$ cat config.mk
export PLATFORM = sky130hd
export DESIGN_NAME = nac_codec
export DESIGN_NICKNAME = d
export VERILOG_FILES = /design/src/verilog/nac_pkg.sv /design/src/verilog/nac_codec.sv /design/src/verilog/nac_ram.sv
export SDC_FILE = /design/constraint.sdc
export NUM_CORES = 2
export LEC_CHECK = 0
export BUFFER_PORTS_ARGS = -buffer_cell sky130_fd_sc_hd__buf_2
export CAP_MARGIN = 20
export CORE_MARGIN = 3
export CORE_UTILIZATION = 50
export DETAILED_ROUTE_END_ITERATION = 12
export HOLD_SLACK_MARGIN = 0.08
export PLACE_DENSITY = 0.75
export SLEW_MARGIN = 20
export SYNTH_ARGS = -nofsm -noshare
export SYNTH_HDL_FRONTEND = slang
export SYNTH_SLANG_ARGS = --single-unit
$ cat constraint.sdc
create_clock -name mclk -period 11 [get_ports mclk]
set_clock_uncertainty 0.15 [all_clocks]
set_input_delay 1.1 -clock mclk [delete_from_list [all_inputs] [get_ports mclk]]
set_output_delay 1.1 -clock mclk [all_outputs]
set_load 0.02 [all_outputs]
$ cat src/verilog/nac_pkg.sv
// Behaviour
// - angular velocity out: id 42, 12 bytes
// - angular acceleration out: id 43, 12 bytes
// - position+velocity: id 44, 60 bytes, doubles first
// - pos+vel: velocities 24..32, deviations 36..56
// - external position: id 45, 36 bytes
// - external NED velocity: id 46, 24 bytes
// - velocity 0..8, deviations 12..20, floats
// - body velocity: id 47, 16 or 24 bytes
// - body X..Z at 0..8, shared deviation 12
// - long body form adds Y, Z deviations
package nac_pkg;
	// packet identifiers
	localparam logic [7:0] ID_ANG_VEL = 8'h2a;
	localparam logic [7:0] ID_ANG_ACC = 8'h2b;
	localparam logic [7:0] ID_EXT_PV = 8'h2c;
	localparam logic [7:0] ID_EXT_POS = 8'h2d;
	localparam logic [7:0] ID_EXT_VEL = 8'h2e;
	localparam logic [7:0] ID_EXT_BODY = 8'h2f;
	// high six bits shared by the four aiding identifiers
	localparam logic [5:0] ID_AID_BASE = 6'h0b;
	// payload lengths in bytes
	localparam logic [7:0] LEN_RATE = 8'h0c;
	localparam logic [7:0] LEN_PV = 8'h3c;
	localparam logic [7:0] LEN_POS = 8'h24;
	localparam logic [7:0] LEN_VEL = 8'h18;
	localparam logic [7:0] LEN_BODY_S = 8'h10;
	localparam logic [7:0] LEN_BODY_L = 8'h18;
	// aiding slots inside the payload store
	localparam logic [1:0] SLOT_POS = 2'h1;
	localparam logic [1:0] SLOT_BODY = 2'h3;
	// field positions
	localparam logic [7:0] OFS_POS_SD = 8'h18;
	localparam logic [5:0] OFS_BODY_SD = 6'h03;
	localparam logic [5:0] OFS_BODY_SDY = 6'h10;
	localparam logic [2:0] BODY_COPY_LAST = 3'h7;
	// reset values
	localparam logic [3:0] BANK_RST = 4'h0;
	localparam logic [3:0] VALID_RST = 4'h0;

	typedef enum logic [2:0] {
		RX_IDLE = 3'b001,
		RX_RECV = 3'b010,
		RX_COPY = 3'b100
	} nac_rx_t;

	typedef enum logic [3:0] {
		TX_IDLE = 4'b0001,
		TX_LOAD = 4'b0010,
		TX_CAPT = 4'b0100,
		TX_SEND = 4'b1000
	} nac_tx_t;
endpackage

$ cat src/verilog/nac_codec.sv
`timescale 1ns/1ns
module nac_codec (
	input wire logic mclk,
	input wire logic rst_n,
	input wire logic ce,
	input wire logic rxStart,
	input wire logic [7:0] rxId,
	input wire logic [7:0] rxLen,
	input wire logic rxValid,
	input wire logic [7:0] rxByte,
	output logic rxReady,
	output logic aidUpdate,
	output logic [7:0] aidId,
	output logic aidDrop,
	input wire logic txReq,
	input wire logic [7:0] txSel,
	input wire logic [31:0] txX,
	input wire logic [31:0] txY,
	input wire logic [31:0] txZ,
	output logic txFree,
	input wire logic txReady,
	output logic txStart,
	output logic [7:0] txId,
	output logic [7:0] txLen,
	output logic txValid,
	output logic [7:0] txByte
);
	import nac_pkg::*;
	nac_rx_t rxState, next_rxState;
	logic [7:0] rxIdx, next_rxIdx, rxLenR, next_rxLenR;
	logic [1:0] rxSlot, next_rxSlot, txSlot, next_txSlot;
	logic rxBad, next_rxBad, rxNz, next_rxNz, wrEn, lenOk, commit, sdBad;
	logic [31:0] sdWord, next_sdWord;
	logic [2:0] copyCnt, next_copyCnt;
	logic [3:0] bank, next_bank, slotValid, next_slotValid;
	logic next_aidUpdate, next_aidDrop, next_rxReady;
	logic [8:0] wrAddr, rdAddr;
	logic [7:0] wrData, rdData;
	nac_tx_t txState, next_txState;
	logic [7:0] txIdx, next_txIdx;
	logic txBank, next_txBank, txRate, next_txRate;
	logic [95:0] txVec, next_txVec;
	logic next_txFree, next_txStart, next_txValid;
	logic [7:0] next_aidId, next_txId, next_txLen, next_txByte;

	// two banks per aiding slot: a packet lands in the idle bank and
	// only a clean packet flips the bank, so a dropped one leaves no trace
	nac_ram #(.AW(9), .DW(8)) store (
		.mclk(mclk),
		.ce(ce),
		.wrEn(wrEn),
		.wrAddr(wrAddr),
		.wrData(wrData),
		.rdAddr(rdAddr),
		.rdData(rdData)
	);
	// header length check per identifier
	always_comb begin
		case (rxId)
			ID_EXT_PV: lenOk = (rxLen == LEN_PV);
			ID_EXT_POS: lenOk = (rxLen == LEN_POS);
			ID_EXT_VEL: lenOk = (rxLen == LEN_VEL);
			ID_EXT_BODY: lenOk = (rxLen == LEN_BODY_S) ||
				(rxLen == LEN_BODY_L);
			default: lenOk = 1'b0;
		endcase
	end

	// receive path next state
	always_comb begin
		next_rxState = rxState;
		next_rxIdx = rxIdx;
		next_rxLenR = rxLenR;
		next_rxSlot = rxSlot;
		next_rxBad = rxBad;
		next_rxNz = rxNz;
		next_sdWord = sdWord;
		next_copyCnt = copyCnt;
		next_bank = bank;
		next_slotValid = slotValid;
		next_aidUpdate = 1'b0;
		next_aidDrop = 1'b0;
		next_aidId = aidId;
		wrEn = 1'b0;
		wrAddr = {~bank[rxSlot], rxSlot, rxIdx[5:0]};
		wrData = rxByte;
		commit = 1'b0;
		sdBad = 1'b0;
		case (rxState)
			RX_IDLE: begin
				if (rxStart) begin
					next_rxIdx = 8'h00;
					next_rxLenR = rxLen;
					next_rxSlot = rxId[1:0];
					next_rxBad = !lenOk;
					next_rxNz = 1'b0;
					if (rxLen == 8'h00) begin
						next_aidDrop = 1'b1;
					end else begin
						next_rxState = RX_RECV;
					end
				end
			end
			RX_RECV: begin
				if (rxValid) begin
					wrEn = !rxBad;
					if (rxSlot == SLOT_POS && rxIdx >= OFS_POS_SD) begin
						next_rxNz = (rxIdx[1:0] == 2'h3) ? 1'b0 :
							(rxNz || rxByte != 8'h00);
						sdBad = (rxIdx[1:0] == 2'h3) && (rxByte[7] ||
							(!rxNz && rxByte == 8'h00));
					end
					if (rxSlot == SLOT_BODY && rxIdx[7:2] == OFS_BODY_SD) begin
						next_sdWord[{rxIdx[1:0], 3'b000} +: 8] = rxByte;
					end
					next_rxBad = rxBad || sdBad;
					next_rxIdx = rxIdx + 8'h01;
					if (rxIdx == rxLenR - 8'h01) begin
						if (next_rxBad) begin
							next_aidDrop = 1'b1;
							next_rxState = RX_IDLE;
						end else if (rxSlot == SLOT_BODY &&
							rxLenR == LEN_BODY_S) begin
							next_copyCnt = 3'h0;
							next_rxState = RX_COPY;
						end else begin
							commit = 1'b1;
						end
					end
				end
			end
			RX_COPY: begin
				// short body form: shared deviation fills Y and Z slots
				wrEn = 1'b1;
				wrAddr = {~bank[rxSlot], rxSlot, OFS_BODY_SDY + {3'b000, copyCnt}};
				wrData = sdWord[{copyCnt[1:0], 3'b000} +: 8];
				next_copyCnt = copyCnt + 3'h1;
				commit = (copyCnt == BODY_COPY_LAST);
			end
			default: next_rxState = RX_IDLE;
		endcase
		if (commit) begin
			next_bank[rxSlot] = ~bank[rxSlot];
			next_slotValid[rxSlot] = 1'b1;
			next_aidUpdate = 1'b1;
			next_aidId = {ID_AID_BASE, rxSlot};
			next_rxState = RX_IDLE;
		end
		next_rxReady = (next_rxState != RX_COPY);
	end
	// receive path registers
	always_ff @(posedge mclk or negedge rst_n) begin
		if (!rst_n) begin
			rxState <= RX_IDLE;
			rxIdx <= 8'h00;
			rxLenR <= 8'h00;
			rxSlot <= 2'h0;
			rxBad <= 1'b0;
			rxNz <= 1'b0;
			sdWord <= 32'h0000_0000;
			copyCnt <= 3'h0;
			bank <= BANK_RST;
			slotValid <= VALID_RST;
			aidUpdate <= 1'b0;
			aidDrop <= 1'b0;
			aidId <= 8'h00;
			rxReady <= 1'b1;
		end else if (ce) begin
			rxState <= next_rxState;
			rxIdx <= next_rxIdx;
			rxLenR <= next_rxLenR;
			rxSlot <= next_rxSlot;
			rxBad <= next_rxBad;
			rxNz <= next_rxNz;
			sdWord <= next_sdWord;
			copyCnt <= next_copyCnt;
			bank <= next_bank;
			slotValid <= next_slotValid;
			aidUpdate <= next_aidUpdate;
			aidDrop <= next_aidDrop;
			aidId <= next_aidId;
			rxReady <= next_rxReady;
		end
	end

	assign rdAddr = {txBank, txSlot, txIdx[5:0]};
	// transmit path next state: one byte per load, capture, send round
	always_comb begin
		next_txState = txState;
		next_txIdx = txIdx;
		next_txSlot = txSlot;
		next_txBank = txBank;
		next_txRate = txRate;
		next_txVec = txVec;
		next_txStart = 1'b0;
		next_txId = txId;
		next_txLen = txLen;
		next_txValid = txValid;
		next_txByte = txByte;
		case (txState)
			TX_IDLE: begin
				if (txReq && (txSel == ID_ANG_VEL || txSel == ID_ANG_ACC ||
					txSel[7:2] == ID_AID_BASE)) begin
					next_txIdx = 8'h00;
					next_txSlot = txSel[1:0];
					next_txBank = bank[txSel[1:0]];
					next_txRate = (txSel[7:2] != ID_AID_BASE);
					next_txVec = {txZ, txY, txX};
					next_txId = txSel;
					next_txStart = 1'b1;
					case (txSel)
						ID_EXT_PV: next_txLen = LEN_PV;
						ID_EXT_POS: next_txLen = LEN_POS;
						ID_EXT_VEL: next_txLen = LEN_VEL;
						ID_EXT_BODY: next_txLen = LEN_BODY_L;
						default: next_txLen = LEN_RATE;
					endcase
					next_txState = TX_LOAD;
				end
			end
			TX_LOAD: next_txState = TX_CAPT;
			TX_CAPT: begin
				if (txRate) begin
					next_txByte = txVec[{txIdx[3:0], 3'b000} +: 8];
				end else begin
					next_txByte = slotValid[txSlot] ? rdData : 8'h00;
				end
				next_txValid = 1'b1;
				next_txState = TX_SEND;
			end
			TX_SEND: begin
				if (txReady) begin
					next_txValid = 1'b0;
					next_txIdx = txIdx + 8'h01;
					next_txState = (txIdx == txLen - 8'h01) ? TX_IDLE : TX_LOAD;
				end
			end
			default: next_txState = TX_IDLE;
		endcase
		next_txFree = (next_txState == TX_IDLE);
	end
	// transmit path registers
	always_ff @(posedge mclk or negedge rst_n) begin
		if (!rst_n) begin
			txState <= TX_IDLE;
			txIdx <= 8'h00;
			txSlot <= 2'h0;
			txBank <= 1'b0;
			txRate <= 1'b0;
			txVec <= 96'h0;
			txStart <= 1'b0;
			txId <= 8'h00;
			txLen <= 8'h00;
			txValid <= 1'b0;
			txByte <= 8'h00;
			txFree <= 1'b1;
		end else if (ce) begin
			txState <= next_txState;
			txIdx <= next_txIdx;
			txSlot <= next_txSlot;
			txBank <= next_txBank;
			txRate <= next_txRate;
			txVec <= next_txVec;
			txStart <= next_txStart;
			txId <= next_txId;
			txLen <= next_txLen;
			txValid <= next_txValid;
			txByte <= next_txByte;
			txFree <= next_txFree;
		end
	end
endmodule

$ cat src/verilog/nac_ram.sv
`timescale 1ns/1ns
module nac_ram #(
	parameter int AW = 9,
	parameter int DW = 8
) (
	input wire logic mclk,
	input wire logic ce,
	input wire logic wrEn,
	input wire logic [AW-1:0] wrAddr,
	input wire logic [DW-1:0] wrData,
	input wire logic [AW-1:0] rdAddr,
	output logic [DW-1:0] rdData
);
	logic [DW-1:0] mem [0:(1<<AW)-1];

	// one write port, registered read port
	always_ff @(posedge mclk) begin
		if (ce) begin
			if (wrEn) begin
				mem[wrAddr] <= wrData;
			end
			rdData <= mem[rdAddr];
		end
	end
endmodule

Yosys cells after proc, flatten, opt, wreduce, memory -nomap -nowiden
Memories as Yosys holds them, arrays and structs flattened. A register that Yosys moved wholly into a read port is not among the register bits.
Index checks and enable logic that the tools add are counted.
{"block": "classes", "add_sub_neg": 7, "magnitude_cmp": 5, "n_eq_ne": 41, "shifts": 4, "mux": 71, "bitwise": 2, "n_reduce_logical": 34}
{"cell": "8-bit by 6-bit equality test with 1-bit output (second input constant)", "n": 12}
{"cell": "96-bit by 8-bit indexed part select with 8-bit output", "n": 1}
{"cell": "8-bit two-way mux", "n": 7}
{"cell": "3-bit two-way mux", "n": 11}
{"cell": "32-bit bitwise mux", "n": 1}
{"cell": "8-bit one-hot mux with 2 select lines", "n": 2}
{"cell": "8-bit by 7-bit variable shift with 32-bit output (first input constant)", "n": 1}
{"cell": "32-bit by 6-bit indexed part select with 8-bit output", "n": 1}
{"cell": "8-bit by 7-bit indexed part select with 32-bit output", "n": 1}
{"cell": "1-bit two-way mux", "n": 30}
{"cell": "8-bit by 5-bit equality test with 1-bit output (second input constant)", "n": 3}
{"cell": "6-bit one-hot mux with 3 select lines", "n": 1}
{"cell": "8-bit by 1-bit adder with 8-bit output (second input constant)", "n": 2}
{"cell": "8-bit equality test", "n": 2}
{"cell": "8-bit logical NOT", "n": 2}
{"cell": "2-bit != test (second input constant)", "n": 8}
{"cell": "4-bit one-hot mux with 4 select lines", "n": 1}
{"cell": "8-bit by 1-bit subtractor with 8-bit output (second input constant)", "n": 2}
{"cell": "1-bit one-hot mux with 2 select lines", "n": 6}
{"cell": "4-bit AND reduction", "n": 3}
{"cell": "2-bit by 3-bit < comparator with 1-bit output (second input constant)", "n": 3}
{"cell": "3-bit one-hot mux with 3 select lines", "n": 1}
{"cell": "3-bit AND reduction", "n": 3}
{"cell": "4-bit by 1-bit equality test with 1-bit output (second input constant)", "n": 2}
{"cell": "36 further kinds", "n": 58}
{"block": "totals", "reg_bits": 211, "ram_bits": 4096, "inputBits": 135, "word_cells": 191, "n_memories": 1}
{"memory": "store.mem", "words": 512, "word_bits": 8, "read_ports": 1, "rd_clocked_by_memory_dff": 1, "wr": 1, "line_no": "nac_ram.sv:14", "text": "logic [DW-1:0] mem [0:(1<<AW)-1];"}

Logic depth before layout (Yosys ltp)
{"block": "logic_depth", "depth_word": 14, "depth_mapped": 14, "ltp_nobuf": 9}

Modules after synthesis
From an unflattened synthesis, not the netlist that was laid out.
{"block": "hier_totals", "cells_unflattened": 9093, "hier_area_um2": 170400.9}
{"module": "nac_ram", "instances": 1, "cells_each": 8021, "area_each_um2": 160268.7}
{"module": "nac_codec", "instances": 1, "cells_each": 1072, "area_each_um2": 10132.2}

Least setup slack after synthesis
No wires, ideal clock.
{"block": "synth_path", "path_type": "register to register", "start": "reg rxState[2]", "end": "mem store.mem[0][6], data pin", "setup_time_ns": 1.445, "arrival_ns": 7.347, "slack_ns": 2.058, "stages_incl_launch_ff": 7, "period_less_slack_ns": 8.942, "cell_sequence": "dfrtp_1 clkbuf_1 and2_1 clkbuf_1 clkbuf_1 nand2_1 nand2_1"}
{"block": "synth_via", "elab_chain_cells": 2}
{"element": "start: declaration", "line_no": "nac_codec.sv:29", "text": "nac_rx_t rxState, next_rxState;"}
{"element": "start signal: assignment", "line_no": "nac_codec.sv:169", "text": "rxState <= next_rxState;"}
{"element": "3-bit equality test", "line_no": "nac_codec.sv:89", "text": "case (rxState)"}
{"element": "8-bit two-way mux", "line_no": "nac_codec.sv:89"}
{"element": "net store.wrData[6]", "line_no": "nac_ram.sv:10", "text": "input wire logic [DW-1:0] wrData,"}
{"element": "end: declaration", "line_no": "nac_ram.sv:14"}
The timed path passes the listed nets, and every way through them passes these cells.

==> out/qor.yml <==
r2r-start: "txIdx[0]"
finalSetupViolations: 0
finalHoldViolations: 0
track_usage: 0.271
cp.arrival_ns: 6.67
grt_pass1_vias: 89800
p_per_area_nw_per_um2: 196
hp-class: "input pin to flop"
synth_edf_count: 4104
placed_area_um2: 175000
final-seq-area_um2: 128000
viasPerCell: 6.72
synth-xor-area-share: 0.00135
cts_htree_levels: 5
cts_setup_buffers: 0
power.internal_mw: 27.6
power_frac_comb: 0.103
worstPathBufferInverterCount: 2
cp_top_family: "compound AO/OA/AOI/OAI gates"
cts_tree: "built"
ir_drop_mv: 0.164
period_minus_slack_ns: 6.14
tightestPinTransition_ns: 1.30
maxSlewViolCount: 0
die_h_um: 587
synth_cell_types: 86
synth_compound_area_frac: 0.0362
critical-path-slowest-cell: "a311oi_1"
antenna_found_initial: 28
syn_inst: 8552
drt-initial-drc-count: 14900
clkLatencyLatePin_ns: 0.99
clock_path_buffers: 4
die_w_um: 587
crit_chain: "buf_12 > buf_4 > mux4_2 > a22oi_1 > nand3_1 > a311oi_1 > nor2_1 > a32oi_1 > mux2i_1"
post_route_cells_drive_above_1_share: 0.220
synth_mux_area_frac: 0.149
drtAntennaViolNets: 0
routedWlPerCell_um: 34.6
yosys.area_share.simple: 0.0349
cp_data_required_time_ns: 11.53
grt_max_degree: 252
postCtsHoldBufs: 1
switching_share: 0.251
clock.fmax_mhz: 163
synth-seq-cells: 4309
dpl.hpwl_mm: 274
drt-total-wl_mm: 473
synthAdderAreaFrac: 0.000741
endpoint_kind: "flop"
final_area_um2: 189000
place.gp.congestion: 0.902
nets: 8914
outcome: "finished clean"
grt_pass1_wl_mm: 673
route.met3.wl_mm: 66.1
start_util: 0.504
place_ws_ns: 5.14
core_um2: 335000
cp-startpoint: "txIdx[0]"
wl_met1_mm: 163
ioPinCount: 173
ys_seq_area_frac: 0.761
p_switching_mw: 9.26
drv_cap: 0
numCtsBuffers: 417
firstDrtPassIters: 7
synth_top_family_by_area: "multiplexers"
totalPowerFinal_mw: 36.9
min-delay-start: "txX[2]"
crit_path_max_fanout: 71
critPathKind: "flop to flop"
ys_async_sr_fraction: 0.0476
relSlewSlack: 0.130
rsz0062_at_grt: "false"
dieArea_um2: 345000
clockRootBuffer: "clkbuf_16"
timing.final.crit_share: 0.558
setup_ws_ns: 4.86
numPortBuffers: 165
nFillCells: 23900
fin_tns_setup_ns: 0
grt_overflow: 0
netlist_top_cells_area: "edfxtp_1 73%, mux4_2 13%, dfrtp_1 3.0%, mux2i_1 2.0%, nor2_1 1.4%"
multi_input_area_um2: 38000
wl_met2_mm: 218
vias: 91700
synth_top_flop_cell: "edfxtp_1"
rows: 212
area_growth_pct: 11.7
cts_resized: 0
clock-sinks: 4309
routed.top_layer: "met5"
pwr-share-seq: 0.506
synth_area_leader_cell: "edfxtp_1"
p_leak_nw: 60.0
p_clk_frac: 0.391
cpPeakStageDelay_ns: 1.12
syn_area_um2: 169000
synth_area_per_cell_um2: 19.7
drc: 0
startpoint_type: "flop"
ys_warn_count: 0
path_clk_slew_ns: 0.06
synth_top_area_share: 0.730
metal layers:
layer  vias to the layer above  track usage
li1                      35400            -
met1                     47300        0.361
met2                      7635        0.405
met3                      1301       0.0831
met4                        18        0.139
met5                         -            0
cell usage after synthesis, drive strengths merged (21+ instances only):
cell / count
edfxtp: 4104
mux4: 953
nor2: 615
nand2: 609
mux2i: 345
clkbuf: 279
buf: 276
dfrtp: 201
o21ai: 158
a21oi: 145
a22oi: 143
a221oi: 73
a211oi: 63
o221ai: 51
o22ai: 50
a22o: 45
inv: 31
nand3: 30
nor3: 27
mux2: 22
nor2b: 21
kinds of logic after synthesis:
family                     after synthesis
and+or+nand+nor                       1425
buffers and inverters                  587
adders and majority gates               10
xor gates and xnor gates                26
other                                    1
AOI/OAI and AO/OA                      874
DFF                                   4309
muxes                                 1320
worst min-delay path: cells and delay by family:
family	cells	cell delay (ns)
buffers and inverters	1	0.07
AND/OR/NAND/NOR	2	0.09
final cells by class:
| cell class | count | share of cell area |
|---|---|---|
| clock buffer | 507 | 0.0575 |
| clock inverter | 264 | 0.0155 |
| multi-input combinational | 3662 | 0.202 |
| inverter | 32 | 0.000690 |
| tap | 4494 | 0.0298 |
| sequential | 4309 | 0.681 |
| timing repair buffer | 347 | 0.0136 |
| antenna | 36 | 0.000478 |
sequential cells by signal (all words and copies together) (netlist names), 2 cells and up:
register / count
copyCnt: 3
store.mem: 4096
rxIdx: 8
aidId: 3
txIdx: 8
txByte: 8
rxSlot: 2
txVec: 96
rxState: 3
sdWord: 32
txId: 8
slotValid: 4
txState: 4
rxLenR: 8
store.rdData: 8
bank: 4
txLen: 4
per-stage QoR:
| stage | util | cells | hold WS, ns |
|---|---|---|---|
| floorplan | - | 8558 | 0.288 |
| global placement | 0.521 | 12800 | 0.297 |
| detailed placement | 0.521 | 12800 | 0.306 |
| CTS | 0.563 | 13600 | 0.107 |
| global route | 0.563 | 13600 | 0.166 |
| finish | 0.563 | 13700 | 0.176 |
layout by cell type (no fill, tap or decap), types with 62 or more instances in the layout:
cell type,instances
o21ai_0,156
a221oi_1,73
a211oi_1,62
clkinv_2,68
nor2_1,608
buf_4,152
clkbuf_16,417
mux4_2,953
a21oi_1,145
edfxtp_1,4104
dfrtp_1,193
nand2_1,581
clkinv_1,99
clkbuf_1,82
a22oi_1,143
mux2i_1,345
buf_2,165
power by group through the flow:
| stage | logic (mW) | registers (mW) | clock network [mW] |
|---|---|---|---|
| global route | 3.87 | 18.7 | 15.1 |
| CTS | 3.67 | 18.7 | 14.5 |
| floorplan | 1.94 | 19.3 | 0 |
| detailed placement | 3.65 | 19.0 | 0 |
| finish | 3.81 | 18.7 | 14.4 |
| global placement | 3.55 | 19.0 | 0 |
final timing paths:
path / end / slack [ns] / cells after the start
min: txVec[2] / 0.18 / 3
max in group asynchronous: copyCnt[2] / 8.72 / 3
max reg2reg: store.rdData[4] / 4.86 / 9
max: store.rdData[4] / 4.86 / 9
min reg2reg: rxReady / 0.32 / 2
min in group asynchronous: txVec[1] / 0.69 / 2
(Power assumes the default switching activity.)
